`src/rtl/uhm_pkg.sv`:
```
// Purpose: shared constants and carrier types for the serial port block
// Assumes: 8 data bits, one stop bit, no parity on the line
// Notes:   register indices are word indices; byte address is index times four
package uhm_pkg;
  // structure sizes
  localparam int DATA_W     = 8;
  localparam int FIFO_DEPTH = 16;
  localparam int PTR_W      = 4;
  localparam int CNT_W      = 5;
  localparam int ADR_W      = 5;
  localparam int DIV_W      = 16;

  // register word indices
  localparam logic [2:0] REG_DATA        = 3'h0;
  localparam logic [2:0] REG_MASK        = 3'h1;
  localparam logic [2:0] REG_FIFO        = 3'h2;
  localparam logic [2:0] REG_LINE_CTL    = 3'h3;
  localparam logic [2:0] REG_MODEM_CTL   = 3'h4;
  localparam logic [2:0] REG_LINE_STATE  = 3'h5;
  localparam logic [2:0] REG_MODEM_STATE = 3'h6;

  // field positions
  localparam int LCR_DLAB  = 7;
  localparam int MCR_RTS   = 1;
  localparam int FCR_EN    = 0;
  localparam int FCR_RXRST = 1;
  localparam int FCR_TXRST = 2;
  localparam int FCR_DMA   = 3;
  localparam int FCR_TRIG  = 6;
  localparam int IM_RX     = 0;
  localparam int IM_THR    = 1;
  localparam int IM_LS     = 2;
  localparam int IM_MODEM  = 3;
  localparam int IM_SLEEP  = 4;
  localparam int IM_XOFF   = 5;
  localparam int IM_RTS    = 6;
  localparam int IM_CTS    = 7;

  // reset values
  localparam logic [7:0]       MASK_RST = 8'h00;
  localparam logic [7:0]       LCR_RST  = 8'h00;
  localparam logic [7:0]       MCR_RST  = 8'h00;
  localparam logic [DIV_W-1:0] DIV_RST  = 16'h0001;

  // receive trigger levels in bytes
  localparam logic [CNT_W-1:0] TRIG_LVL0 = 5'h01;
  localparam logic [CNT_W-1:0] TRIG_LVL1 = 5'h04;
  localparam logic [CNT_W-1:0] TRIG_LVL2 = 5'h08;
  localparam logic [CNT_W-1:0] TRIG_LVL3 = 5'h0e;

  // interrupt identification codes
  localparam logic [7:0] ID_NONE  = 8'h01;
  localparam logic [7:0] ID_LS    = 8'h06;
  localparam logic [7:0] ID_RX    = 8'h04;
  localparam logic [7:0] ID_THR   = 8'h02;
  localparam logic [7:0] ID_MODEM = 8'h00;
  localparam logic [7:0] ID_XOFF  = 8'h10;
  localparam logic [7:0] ID_FLOW  = 8'h20;
  localparam logic [7:0] ID_FIFO  = 8'hc0;

  // 16x oversampling timing
  localparam logic [3:0] TICK_MID  = 4'h7;
  localparam logic [3:0] TICK_LAST = 4'hf;
  localparam logic [2:0] BIT_LAST  = 3'h7;

  // one received character with its line errors
  typedef struct packed {
    logic [DATA_W-1:0] data;
    logic              frame_err;
    logic              brk;
  } uhm_rx_char_t;
endpackage

```
`src/rtl/uhm_port.sv`:
```
// Purpose: serial port top: holding registers, fifos, masks, line state
// Assumes: classic wishbone slave, byte lane 0 carries the registers
// Notes:   ack follows one cycle after a request is taken
//
// Added by the designer: register access over Wishbone and the register addresses.
`timescale 1ns/1ps
// Operation
// - host write loads tx holding when room
// - holding-empty sets when byte moves to shifter
// - write allowed only while a location free
// - rx holding read returns oldest, pops it
// - falling edge, sample start at mid-bit
// - mask bit 7: cts rising raises interrupt
// - mask bit 6: rts rising raises interrupt
// - mask bit 5 gates xoff received interrupt
// - mask bit 4 enables sleep mode
// - mask bit 3 gates modem-status interrupt
// - mask bit 2: interrupt on each received character
// - mask bit 1: interrupt while holding empty
// - mask bit 0: rx trigger-level interrupt
// - ident status tracks trigger, clears together
// - line-state bit 0 set while rx data
// - polled mode reports through line-state bits
// - line-state bits 1, 3 and 4 give receive errors; bit 2 reads zero
// - line-state bit 5 means tx fifo empty
// - line-state bit 6: fifo and shifter empty
// - line-state bit 7: error in rx fifo
// - all mask bits reset to zero
// - enabled sources share one interrupt pin
// - data, mask, fifo and line-state registers only with divisor access clear
module uhm_port
  import uhm_pkg::*;
#(
  parameter logic [DATA_W-1:0] XOFF_CHAR = 8'h13  // flow-control stop character
)
(
  input  wire logic              clk,
  input  wire logic              nrst,
  input  wire logic              wb_cyc,
  input  wire logic              wb_stb,
  input  wire logic              wb_we,
  input  wire logic [ADR_W-1:0]  wb_adr,
  input  wire logic [3:0]        wb_sel,
  input  wire logic [31:0]       wb_dat_wr,
  output logic      [31:0]       wb_dat_rd,
  output logic                   wb_ack,
  input  wire logic              rxd,
  output logic                   txd,
  input  wire logic              cts_n,
  output logic                   rts_n,
  output logic                   irq,
  output logic                   sleep
);
  typedef struct packed {
    logic [7:0]                          mask;     // interrupt_mask
    logic [7:0]                          line_control;      // line_control
    logic [7:0]                          mcr;      // modem control
    logic                                fifo_en;  // fifo_control enable
    logic                                dma;      // dma mode select
    logic [1:0]                          trig;     // rx trigger select
    logic [DIV_W-1:0]                    dl;       // baud divisor
    logic [DIV_W-1:0]                    bcnt;     // baud counter
    logic                                tick;     // 16x sample tick
    logic [FIFO_DEPTH-1:0][DATA_W-1:0]   tx_mem;   // tx fifo store
    logic [PTR_W-1:0]                    tx_rd;
    logic [PTR_W-1:0]                    tx_wr;
    logic [CNT_W-1:0]                    tx_cnt;
    logic                                tx_load;  // hand byte to shifter
    logic [DATA_W-1:0]                   tx_byte;
    logic [FIFO_DEPTH-1:0][9:0]          rx_mem;   // rx fifo store
    logic [PTR_W-1:0]                    rx_rd;
    logic [PTR_W-1:0]                    rx_wr;
    logic [CNT_W-1:0]                    rx_cnt;
    logic                                overrun;
    logic                                ls_pend;  // char arrived sticky
    logic                                cts_prev;
    logic                                dcts;     // modem status delta
    logic                                cts_rise;
    logic                                rts_pin;
    logic                                rts_rise;
    logic                                xoff;
    logic                                ack;
    logic [31:0]                         dat;
    logic                                irq;
    logic                                sleep;
  } uhm_port_state_t;

  uhm_port_state_t q;         // registered state
  uhm_port_state_t d;         // next state
  logic            tx_busy;   // shifter in use
  uhm_rx_char_t    rx_char;   // character from shifter
  logic            rx_valid;  // character strobe

  // pointer step with wrap
  function automatic logic [PTR_W-1:0] ptr_next(input logic [PTR_W-1:0] p);
    ptr_next = PTR_W'(p + 1'b1);
  endfunction

  // trigger select to byte count
  function automatic logic [CNT_W-1:0] trig_level(input logic [1:0] s);
    case (s)
      2'h0:    trig_level = TRIG_LVL0;
      2'h1:    trig_level = TRIG_LVL1;
      2'h2:    trig_level = TRIG_LVL2;
      default: trig_level = TRIG_LVL3;
    endcase
  endfunction

  // transmit shifter
  uhm_tx u_tx (
    .clk  (clk),
    .nrst (nrst),
    .tick (q.tick),
    .load (q.tx_load),
    .data (q.tx_byte),
    .txd  (txd),
    .busy (tx_busy)
  );

  // receive shifter
  uhm_rx u_rx (
    .clk      (clk),
    .nrst     (nrst),
    .tick     (q.tick),
    .rxd      (rxd),
    .char_out (rx_char),
    .valid    (rx_valid)
  );

  // next-state logic
  always_comb
  begin
    logic             take;
    logic             wr;
    logic             rd;
    logic             dlab;
    logic [2:0]       idx;
    logic [DATA_W-1:0] wbyte;
    logic [CNT_W-1:0] cap;
    logic             tx_push;
    logic             tx_pop;
    logic             rx_push;
    logic             rx_pop;
    logic             thr_empty;
    logic             temt;
    logic             rx_hit;
    logic             fifo_err;
    logic [PTR_W-1:0] k;
    logic [7:0]       line_state_register;
    logic [7:0]       ident;
    logic [DIV_W-1:0] bnext;
    uhm_rx_char_t     head;
    take     = 1'b0;
    wr       = 1'b0;
    rd       = 1'b0;
    dlab     = 1'b0;
    idx      = 3'h0;
    wbyte    = 8'h00;
    cap      = 5'h01;
    tx_push  = 1'b0;
    tx_pop   = 1'b0;
    rx_push  = 1'b0;
    rx_pop   = 1'b0;
    fifo_err = 1'b0;
    k        = '0;
    thr_empty = 1'b0;
    temt     = 1'b0;
    rx_hit   = 1'b0;
    line_state_register      = 8'h00;
    ident    = ID_NONE;
    bnext    = '0;
    head     = '0;
    d        = q;

    // request decode; ack follows one cycle later
    take      = wb_cyc && wb_stb && !q.ack;
    wr        = take && wb_we && wb_sel[0];
    rd        = take && !wb_we;
    idx       = wb_adr[4:2];
    wbyte     = wb_dat_wr[DATA_W-1:0];
    dlab      = q.line_control[LCR_DLAB];
    d.ack     = take;
    d.tx_load = 1'b0;
    d.dat     = 32'h0000_0000;

    // baud tick from divisor
    bnext = DIV_W'(q.bcnt + 16'h0001);
    if (bnext >= q.dl)
    begin
      d.bcnt = 16'h0000;
      d.tick = 1'b1;
    end
    else
    begin
      d.bcnt = bnext;
      d.tick = 1'b0;
    end

    // status terms
    cap       = q.fifo_en ? CNT_W'(FIFO_DEPTH) : 5'h01;
    thr_empty = (q.tx_cnt == 5'h00);
    temt      = thr_empty && !tx_busy && !q.tx_load;
    rx_hit    = q.fifo_en ? (q.rx_cnt >= trig_level(q.trig))
                          : (q.rx_cnt != 5'h00);
    head      = q.rx_mem[q.rx_rd];
    for (int i = 0; i < FIFO_DEPTH; i++)
    begin
      k = PTR_W'(q.rx_rd + PTR_W'(i));
      if (CNT_W'(i) < q.rx_cnt && (q.rx_mem[k][1] || q.rx_mem[k][0]))
        fifo_err = 1'b1;
    end
    // polled mode reads these bits with all masks clear
    line_state_register = {fifo_err, temt, thr_empty, head.brk && q.rx_cnt != 5'h00,
           head.frame_err && q.rx_cnt != 5'h00, 1'b0, q.overrun,
           q.rx_cnt != 5'h00};

    // identification by priority
    if (q.mask[IM_LS] && q.ls_pend)
      ident = ID_LS;
    else if (q.mask[IM_RX] && rx_hit)
      ident = ID_RX;
    else if (q.mask[IM_THR] && thr_empty)
      ident = ID_THR;
    else if (q.mask[IM_MODEM] && q.dcts)
      ident = ID_MODEM;
    else if (q.mask[IM_XOFF] && q.xoff)
      ident = ID_XOFF;
    else if ((q.mask[IM_CTS] && q.cts_rise) || (q.mask[IM_RTS] && q.rts_rise))
      ident = ID_FLOW;
    else
      ident = ID_NONE;
    if (q.fifo_en)
      ident = ident | ID_FIFO;

    // register reads with their side effects
    if (rd)
    begin
      case (idx)
        REG_DATA:
          if (dlab)
            d.dat[DATA_W-1:0] = q.dl[7:0];
          else
          begin
            d.dat[DATA_W-1:0] = head.data;
            rx_pop = (q.rx_cnt != 5'h00);
          end
        REG_MASK:
          d.dat[DATA_W-1:0] = dlab ? q.dl[15:8] : q.mask;
        REG_FIFO:
          if (!dlab)
          begin
            d.dat[DATA_W-1:0] = ident;
            d.cts_rise = 1'b0;
            d.rts_rise = 1'b0;
            d.xoff     = 1'b0;
          end
        REG_LINE_CTL:
          d.dat[DATA_W-1:0] = q.line_control;
        REG_MODEM_CTL:
          d.dat[DATA_W-1:0] = q.mcr;
        REG_LINE_STATE:
          if (!dlab)
          begin
            d.dat[DATA_W-1:0] = line_state_register;
            d.overrun = 1'b0;
            d.ls_pend = 1'b0;
          end
        REG_MODEM_STATE:
        begin
          d.dat[DATA_W-1:0] = {3'h0, !cts_n, 3'h0, q.dcts};
          d.dcts = 1'b0;
        end
        default: d.dat = 32'h0000_0000;  // unmapped reads zero
      endcase
    end

    // register writes
    if (wr)
    begin
      case (idx)
        REG_DATA:
          if (dlab)
            d.dl[7:0] = wbyte;
          else if (q.tx_cnt < cap)
            tx_push = 1'b1;
        REG_MASK:
          if (dlab)
            d.dl[15:8] = wbyte;
          else
            d.mask = wbyte;
        REG_FIFO:
          if (!dlab)
          begin
            d.fifo_en = wbyte[FCR_EN];
            if (wbyte[FCR_EN])
            begin
              d.dma  = wbyte[FCR_DMA];
              d.trig = wbyte[FCR_TRIG+:2];
            end
          end
        REG_LINE_CTL:
          d.line_control = wbyte;
        REG_MODEM_CTL:
          d.mcr = wbyte;
        default: ;  // unmapped writes ignored
      endcase
    end

    // hand next byte to the idle shifter
    if (!tx_busy && !q.tx_load && q.tx_cnt != 5'h00)
    begin
      tx_pop    = 1'b1;
      d.tx_load = 1'b1;
      d.tx_byte = q.tx_mem[q.tx_rd];
      d.tx_rd   = ptr_next(q.tx_rd);
    end
    if (tx_push)
    begin
      d.tx_mem[q.tx_wr] = wbyte;
      d.tx_wr = ptr_next(q.tx_wr);
    end
    d.tx_cnt = CNT_W'(q.tx_cnt + CNT_W'(tx_push) - CNT_W'(tx_pop));

    // receive side: store or flag overrun; sets win over clears
    if (rx_valid)
    begin
      d.ls_pend = 1'b1;
      if (rx_char.data == XOFF_CHAR)
        d.xoff = 1'b1;
      if (q.rx_cnt < cap || rx_pop)
        rx_push = 1'b1;
      else
        d.overrun = 1'b1;
    end
    if (rx_pop)
      d.rx_rd = ptr_next(q.rx_rd);
    if (rx_push)
    begin
      d.rx_mem[q.rx_wr] = rx_char;
      d.rx_wr = ptr_next(q.rx_wr);
    end
    d.rx_cnt = CNT_W'(q.rx_cnt + CNT_W'(rx_push) - CNT_W'(rx_pop));

    // fifo resets, only with the enable written as one
    if (wr && !dlab && idx == REG_FIFO && wbyte[FCR_EN])
    begin
      if (wbyte[FCR_TXRST])
      begin
        d.tx_rd  = '0;
        d.tx_wr  = '0;
        d.tx_cnt = '0;
      end
      if (wbyte[FCR_RXRST])
      begin
        d.rx_rd  = '0;
        d.rx_wr  = '0;
        d.rx_cnt = '0;
      end
    end

    // modem and flow edges
    d.cts_prev = cts_n;
    if (q.cts_prev != cts_n)
      d.dcts = 1'b1;
    if (!q.cts_prev && cts_n)
      d.cts_rise = 1'b1;
    d.rts_pin = !d.mcr[MCR_RTS];
    if (!q.rts_pin && d.rts_pin)
      d.rts_rise = 1'b1;

    // single interrupt pin
    d.irq = (q.mask[IM_RX] && q.fifo_en && rx_hit)
         || (q.mask[IM_RX] && !q.fifo_en && rx_hit)
         || (q.mask[IM_THR] && thr_empty)
         || (q.mask[IM_LS] && q.ls_pend)
         || (q.mask[IM_MODEM] && q.dcts)
         || (q.mask[IM_XOFF] && q.xoff)
         || (q.mask[IM_RTS] && q.rts_rise)
         || (q.mask[IM_CTS] && q.cts_rise);

    // sleep when enabled and nothing is moving
    d.sleep = q.mask[IM_SLEEP] && temt && q.rx_cnt == 5'h00 && rxd;
  end

  // state register
  always_ff @(posedge clk or negedge nrst)
  begin
    if (!nrst)
    begin
      q         <= '0;
      q.mask    <= MASK_RST;
      q.line_control     <= LCR_RST;
      q.mcr     <= MCR_RST;
      q.dl      <= DIV_RST;
      q.cts_prev <= 1'b1;
      q.rts_pin <= 1'b1;
    end
    else
      q <= d;
  end

  // outputs straight from state
  assign wb_dat_rd = q.dat;
  assign wb_ack    = q.ack;
  assign rts_n     = q.rts_pin;
  assign irq       = q.irq;
  assign sleep     = q.sleep;
endmodule

```
`src/rtl/uhm_rx.sv`:
```
// Purpose: receive shifter with start-bit validation at 16x
// Assumes: rxd synchronous to clk
// Notes:   emits one valid pulse per character when the stop bit is sampled at mid-bit
`timescale 1ns/1ps
module uhm_rx
  import uhm_pkg::*;
(
  input  wire logic   clk,
  input  wire logic   nrst,
  input  wire logic   tick,
  input  wire logic   rxd,
  output uhm_rx_char_t char_out,
  output logic        valid
);
  typedef enum logic [1:0] {UHM_RX_IDLE, UHM_RX_START, UHM_RX_DATA, UHM_RX_STOP} uhm_rx_st_t;
  typedef struct packed {
    uhm_rx_st_t        st;
    logic              prev;
    logic [3:0]        tcnt;
    logic [2:0]        bcnt;
    logic [DATA_W-1:0] sh;
    uhm_rx_char_t      ch;
    logic              valid;
  } uhm_rx_state_t;

  uhm_rx_state_t q;  // registered state
  uhm_rx_state_t d;  // next state

  // edge detect and bit sampling
  always_comb
  begin
    d       = q;
    d.prev  = rxd;
    d.valid = 1'b0;
    if (q.st != UHM_RX_IDLE && tick)
      d.tcnt = 4'(q.tcnt + 4'h1);
    case (q.st)
      UHM_RX_IDLE:
        if (q.prev && !rxd)  // falling edge starts the count
        begin
          d.st   = UHM_RX_START;
          d.tcnt = 4'h0;
        end
      UHM_RX_START:
        if (tick && q.tcnt == TICK_MID)
        begin
          if (rxd)
            d.st = UHM_RX_IDLE;  // false start dropped
          else
          begin
            d.st   = UHM_RX_DATA;  // start validated
            d.tcnt = 4'h0;
            d.bcnt = 3'h0;
          end
        end
      UHM_RX_DATA:
        if (tick && q.tcnt == TICK_LAST)
        begin
          d.sh = {rxd, q.sh[DATA_W-1:1]};
          if (q.bcnt == BIT_LAST)
            d.st = UHM_RX_STOP;
          else
            d.bcnt = 3'(q.bcnt + 3'h1);
        end
      UHM_RX_STOP:
        if (tick && q.tcnt == TICK_LAST)
        begin
          d.ch.data      = q.sh;
          d.ch.frame_err = !rxd;
          d.ch.brk       = !rxd && (q.sh == 8'h00);
          d.valid        = 1'b1;
          d.st           = UHM_RX_IDLE;
        end
      default: d.st = UHM_RX_IDLE;
    endcase
  end

  // state register
  always_ff @(posedge clk or negedge nrst)
  begin
    if (!nrst)
      q <= '{st: UHM_RX_IDLE, prev: 1'b1, tcnt: 4'h0, bcnt: 3'h0, sh: 8'h00,
             ch: '0, valid: 1'b0};
    else
      q <= d;
  end

  assign char_out = q.ch;
  assign valid    = q.valid;
endmodule

```
`src/rtl/uhm_tx.sv`:
```
// Purpose: transmit shifter, start + 8 data + stop at 16 ticks per bit
// Assumes: load only while busy is low
// Notes:   txd idles high
`timescale 1ns/1ps
module uhm_tx
  import uhm_pkg::*;
(
  input  wire logic              clk,
  input  wire logic              nrst,
  input  wire logic              tick,
  input  wire logic              load,
  input  wire logic [DATA_W-1:0] data,
  output logic                   txd,
  output logic                   busy
);
  typedef enum logic [1:0] {UHM_TX_IDLE, UHM_TX_START, UHM_TX_DATA, UHM_TX_STOP} uhm_tx_st_t;
  typedef struct packed {
    uhm_tx_st_t        st;
    logic [3:0]        tcnt;
    logic [2:0]        bcnt;
    logic [DATA_W-1:0] sh;
    logic              txd;
    logic              busy;
  } uhm_tx_state_t;

  uhm_tx_state_t q;  // registered state
  uhm_tx_state_t d;  // next state

  // bit sequencing
  always_comb
  begin
    d = q;
    if (q.st != UHM_TX_IDLE && tick)
      d.tcnt = 4'(q.tcnt + 4'h1);
    case (q.st)
      UHM_TX_IDLE:
      begin
        d.txd = 1'b1;
        if (load)
        begin
          d.sh   = data;
          d.st   = UHM_TX_START;
          d.tcnt = 4'h0;
          d.busy = 1'b1;
          d.txd  = 1'b0;
        end
      end
      UHM_TX_START:
        if (tick && q.tcnt == TICK_LAST)
        begin
          d.st   = UHM_TX_DATA;
          d.bcnt = 3'h0;
          d.txd  = q.sh[0];
        end
      UHM_TX_DATA:
        if (tick && q.tcnt == TICK_LAST)
        begin
          d.sh = {1'b1, q.sh[DATA_W-1:1]};
          if (q.bcnt == BIT_LAST)
          begin
            d.st  = UHM_TX_STOP;
            d.txd = 1'b1;
          end
          else
          begin
            d.bcnt = 3'(q.bcnt + 3'h1);
            d.txd  = q.sh[1];
          end
        end
      UHM_TX_STOP:
        if (tick && q.tcnt == TICK_LAST)
        begin
          d.st   = UHM_TX_IDLE;
          d.busy = 1'b0;
        end
      default: d.st = UHM_TX_IDLE;
    endcase
  end

  // state register
  always_ff @(posedge clk or negedge nrst)
  begin
    if (!nrst)
      q <= '{st: UHM_TX_IDLE, tcnt: 4'h0, bcnt: 3'h0, sh: 8'h00, txd: 1'b1, busy: 1'b0};
    else
      q <= d;
  end

  assign txd  = q.txd;
  assign busy = q.busy;
endmodule

```
`config.mk`:
```
export PLATFORM = sky130hd
export DESIGN_NAME = uhm_port
export DESIGN_NICKNAME = d
export VERILOG_FILES = /design/src/rtl/uhm_pkg.sv /design/src/rtl/uhm_port.sv /design/src/rtl/uhm_rx.sv /design/src/rtl/uhm_tx.sv
export SDC_FILE = /design/constraint.sdc
export NUM_CORES = 1
export LEC_CHECK = 0
export BUFFER_PORTS_ARGS = -buffer_cell sky130_fd_sc_hd__clkbuf_2
export CORE_MARGIN = 2
export CORE_UTILIZATION = 50
export CTS_CLUSTER_DIAMETER = 50
export DETAILED_ROUTE_END_ITERATION = 10
export GPL_TIMING_DRIVEN = 0
export PLACE_DENSITY_LB_ADDON = 0.08
export SYNTH_ARGS = -nofsm -noshare
export SYNTH_HDL_FRONTEND = slang
export SYNTH_SLANG_ARGS = --single-unit
```
`constraint.sdc`:
```
create_clock -name clk -period 5.1 [get_ports clk]
set_input_delay 0.255 -clock clk [delete_from_list [all_inputs] [get_ports clk]]
set_output_delay 0.255 -clock clk [all_outputs]
set_load 0.02 [all_outputs]
```
# Word-level counts from Yosys, hierarchy flattened
# Index checks and enable logic that the tools add are counted.
# W data, S select, Z words.
[word_totals] ff_bits=475 in_bits=48 output_inout_bits=37
[classes] add_sub_neg=27 magnitude_cmp=41 n_eq_ne=37 n_mux=154 bitwise=1 n_reduce_logical=135
[op_table] op="$bmux W10 S4" n=16
[op_table] op="$bwmux W160" n=1
[op_table] op="$bwmux W128" n=1
[op_table] op="$mux W8" n=12
[op_table] op="$lt A4 B5 Y1 const B" n=19
[op_table] op="$mux W2" n=34
[op_table] op="$pmux W8 S7" n=1
[op_table] op="$logic_and A1 B1 Y1" n=55
[op_table] op="$mux W13" n=4
[op_table] op="$mux W6" n=7
[op_table] op="$mux W1" n=41
[op_table] op="$demux W10 S4" n=1
[op_table] op="$lt A4 B5 Y1 const A" n=8
[op_table] op="$mux W4" n=10
[op_table] op="$add A4 B4 Y4 const B" n=8
[op_table] op="$bmux W8 S4" n=1
[op_table] op="$demux W8 S4" n=1
[op_table] op="$mux W10" n=3
[op_table] op="$reduce_and A3 Y1" n=10
[op_table] op="$reduce_bool A2 Y1" n=14
[op_table] op="$logic_or A1 B1 Y1" n=25
[op_table] op="$add A4 B1 Y4 const B" n=6
[op_table] op="$ne A2 B1 Y1 const B" n=12
[op_table] op="$mux W22" n=1
[op_table] op="48 further kinds" n=104

# Depth between registers and ports, before layout
[depth] ltp_word=23 depth_mapped=18 mapped_depth_nobuf=16

# Modules after synthesis
# From an unflattened synthesis, not the netlist that was laid out.
[hier_totals] cells_unflattened=1771 hier_area_um2=23282.3
[modules_own_cells] mod="uhm_port" instances=1 cells_per_inst=1540 area_each_um2=20732.4
[modules_own_cells] mod="uhm_rx" instances=1 cells_per_inst=110 area_each_um2=1423.9
[modules_own_cells] mod="uhm_tx" instances=1 cells_per_inst=121 area_each_um2=1126.1

# Least setup slack after synthesis
# OpenSTA, ideal clock, no wires.
[synth_path] path_kind="register to register" from="register q[53] in the netlist's numbering" to="register q (netlist bit wb_dat_rd[7])" t_arrival_ns=3.396 t_required_ns=4.965 setup_slack_ns=1.569 path_stages_with_launch=15 n_path_buf=6 cell_sequence="dfrtp_1 -> buf_2 -> buf_2 -> buf_6 -> clkbuf_1 -> inv_1 -> ha_1 -> clkbuf_1 -> clkbuf_1 -> mux4_2 -> mux4_2 -> o21ai_1 -> a21oi_1 -> o41ai_2 -> a211oi_1"
[synth_rtl] item="start: declaration" line="uhm_port.sv:88" text="uhm_port_state_t q;"

==> summary.md <==
| Metric | Value |
|---|---|
| Leak pwr | 12.45 nW |
| Drt wl/cell | 22.56 um |
| Core Rows | 78 |
| Worst Hold Class | in2reg |
| Final Hold Fails | 0 |
| Gr usage total | 0.2490 |
| CP Max Fanout | 19 |
| Top Family by Delay on Critical Path | buffers and inverters |
| Height of the chip | 219.6 um |
| Final period util | 0.8695 |
| Clock transition at the registers of the reported paths | 0.06 ns |
| Yosys warns | 0 |
| Clk buf depth | 3 |
| Synth Flop Type | dfrtp_1 |
| Critical Path, Cell by Cell | buf_2, buf_2, buf_6, inv_1, ha_1, clkbuf_1, clkbuf_1, nor4_1, nor4_1, mux2i_1, mux2_2, a21oi_1, nor4bb_1, a211oi_1 |
| Post-synthesis sequential area ratio | 0.4850 |
| Die area | 0.04820 mm^2 |
| Ratio of cells with drive above 1 in the final layout | 0.3376 |
| Crit. path cell count | 14 |
| Antenna diode count | 0 |
| Post-route ant nets | 0 |
| First drt pass iteration count | 5 |
| Fmax | 225.5 MHz |
| Worst setup SP type | flop |
| Max-slew violation count | 0 |
| Final WL | 57.90 mm |
| Synth Register Bits | 450 |
| DRC marker count from the first detailed-route iteration | 1026 |
| Vias in the first global route | 15258 |
| Total clock sinks | 450 |
| Max VDD drop | 0.3160 mV |
| Reg-to-reg startpoint | q[53] |
| Sw Ratio | 0.3308 |
| Worst skew pair latency | 0.60 ns |
| Hold Crit Depth | 2 |
| Pin count of the biggest net entering global routing | 111 |
| IO Pins | 85 |
| CTS Buf Count | 54 |
| RSZ-0062 raised after global routing | no |
| Largest area contributor in the netlist | dfrtp_1 |
| Routing usage on met1 | 0.3345 |
| Max-Cap Viols | 0 |
| Worst hold slack | 0.04718 ns |
| Setup Buffers After CTS | 0 |
| Hold wc startpoint | wb_dat_wr[0] |
| Placer Congestion | 0.9049 |
| CTS tree | built |
| DIE WIDTH | 219.6 um |
| Placed cells | 2459 |
| Routing usage on met2 | 0.4090 |
| Synthesized area | 0.02323 mm^2 |
| FF-to-FF setup slack | 0.67 ns |
| Reg power frac | 0.364 |
| H-tree Lvls | 2 |
| First-pass GRT wire length | 90.79 mm |
| Top post-synthesis cells by area | dfrtp_1 (48%), mux2_2 (17%), mux4_2 (9.2%) |
| Initial antenna violation count | 2 |
| Crit end category | flop |
| Critical setup path kind | reg2reg |
| Core ar. | 0.04558 mm^2 |
| Crit path largest cell delay | 0.69 ns |
| Cell Count, Final, Fillers Out | 2567 |
| Buf/Inv on CP | 6 |
| DRC violations left | 0 |
| Worst path slowest cell | nor4_1 |
| Initial Util | 0.5097 |
| Worst Path Arrival | 4.90 ns |
| Top cell type's share of synthesized area | 0.4793 |
| Worst relative slew slack | 0.09414 |
| Detailed placer's ending HPWL | 40.97 mm |
| Final min period | 4.435 ns |
| Outcome | finished clean |
| R2r endpoint | wb_dat_rd[7] |
| Setup WS post-layout | 0.6655 ns |
| Most common cell in the synthesized netlist | dfrtp_1 |
| Unique masters post-synth | 73 |
| DR vias/cell | 5.830 |
| Tot Pwr | 11.25 mW |
| Setup violations, final | 0 |
| Setup tns final | 0 ns |
| Combinational share of power | 0.293 |
| Pwr Density | 428.8 mW/mm^2 |
| # nets final | 2045 |
| Post-Synthesis Cells | 1803 |
| Critical Path RT | 5.56 ns |
| Worst slack, placed | 0.06861 ns |
| Clk root buf | clkbuf_16 |
| Top cells by count, synth | dfrtp_1 (445), mux2_2 (360), nand2_1 (107), mux4_2 (95), nor2_1 (89) |
| Syn-to-layout area delta | 12.90% |
| Global route overflow | 0 |
| Clk pwr share | 0.343 |
| Vias | 14966 |
| Final Skew | 0.03440 ns |
| Port buffer count | 29 |
| GR met3 Demand/Resource | 0.04168 |
| Gr busiest metal | met2 |
| Reg2reg path depth | 14 |
| Worst-margin pin slew | 1.348 ns |
| Cell internal pwr | 7.527 mW |
| Ys async rst share | 1.000 |
| Worst Hold Path EP | q[403] |
| Mapped Avg Cell Area | 12.88 um^2 |
| Net switching power | 3.721 mW |
| EDFF count, synth | 0 |
[worst reg2reg max path, stage by stage (launching register included)]
cell and delay [ns]:
dfrtp_1 0.40, buf_2 0.25, buf_2 0.28, buf_6 0.25
inv_1 0.19, ha_1 0.33, clkbuf_1 0.32, clkbuf_1 0.45
nor4_1 0.13, nor4_1 0.69, mux2i_1 0.22, mux2_2 0.33
a21oi_1 0.13, nor4bb_1 0.07, a211oi_1 0.28
[per-stage QoR]
step | utilization | cell area (um^2)
2_1_floorplan | - | 23320
6_report | 0.5755 | 26230
3_5_place_dp | 0.5340 | 24340
5_1_grt | 0.5755 | 26230
3_3_place_gp | 0.5313 | 24210
4_1_cts | 0.5754 | 26230
[power groups by stage]
stage	Sequential, mW	Combinational (mW)	Clock (mW)
after detailed placement	4.15	3.28	0
after CTS	4.09	3.30	3.95
final	4.10	3.29	3.86
after global routing	4.13	3.66	4.09
after global placement	4.14	3.19	0
after floorplan	4.07	2.43	0
[state kept, by name, summed over array words and instances (netlist names), named ones only]
register and flops:
q 390, wb_ack 1, u_tx.txd 1, irq 1
u_tx.busy 1, rts_n 1, u_rx.valid 1, u_rx.char_out 10
wb_dat_rd 8, sleep 1, u_tx.q 17, u_rx.q 17
[cell usage in the layout, fill, tap and decap left out, types with 54 or more instances in the layout]
| cell | n |
|---|---|
| nand2_1 | 107 |
| inv_1 | 57 |
| clkbuf_1 | 84 |
| mux4_2 | 95 |
| clkbuf_16 | 54 |
| a21oi_1 | 55 |
| nor2_1 | 89 |
| mux2_2 | 360 |
| ha_1 | 71 |
| dfrtp_1 | 445 |
[cells by family after synthesis]
| kind of cell | Yosys count | synth area share |
|---|---|---|
| mux | 483 | 0.2787 |
| flops | 450 | 0.4850 |
| simple gates | 386 | 0.08995 |
| fa+ha+maj | 73 | 0.03996 |
| other cells | 1 | 0.0001614 |
| buf+inv | 187 | 0.03862 |
| compound gates | 173 | 0.04880 |
| xor+xnor | 50 | 0.01885 |
[cell type report]
type,count,area (um^2)
fill,3727,19350
sequential,450,11270
multi-input combinational,1189,11170
clock buffer,78,1501
tap,600,750.7
buffer,128,675.6
timing repair buffer,43,364.1
clock inverter,21,286.5
inverter,58,217.7
[metal layers]
layer | routed length, um | vias up
met5 | 23 | -
met4 | 1758 | 4
met3 | 2656 | 103
met2 | 27940 | 294
met1 | 25530 | 7761
li1 | - | 6804
[worst max-delay path by stage]
| stage | start | end | slack, ns |
|---|---|---|---|
| 6_report | q[53] | wb_dat_rd[7] | 0.67 |
| 5_1_grt | q[53] | wb_dat_rd[7] | 0.42 |
| 4_1_cts | q[53] | wb_dat_rd[7] | 0.05 |
| 3_5_place_dp | q[53] | wb_dat_rd[7] | 0.07 |
| 3_3_place_gp | nrst | q[160] | -6.41 |
| 2_1_floorplan | q[53] | wb_dat_rd[7] | 1.57 |
[repair_timing]
| item | in CTS | in global routing |
|---|---|---|
| hold buffers | 10 | 0 |
| setup endpoints to repair | 0 | 1 |
| gates resized for setup | 0 | 1 |
| endpoints found under the hold margin | 107 | 0 |
Power figures use the tool's default switching activity.
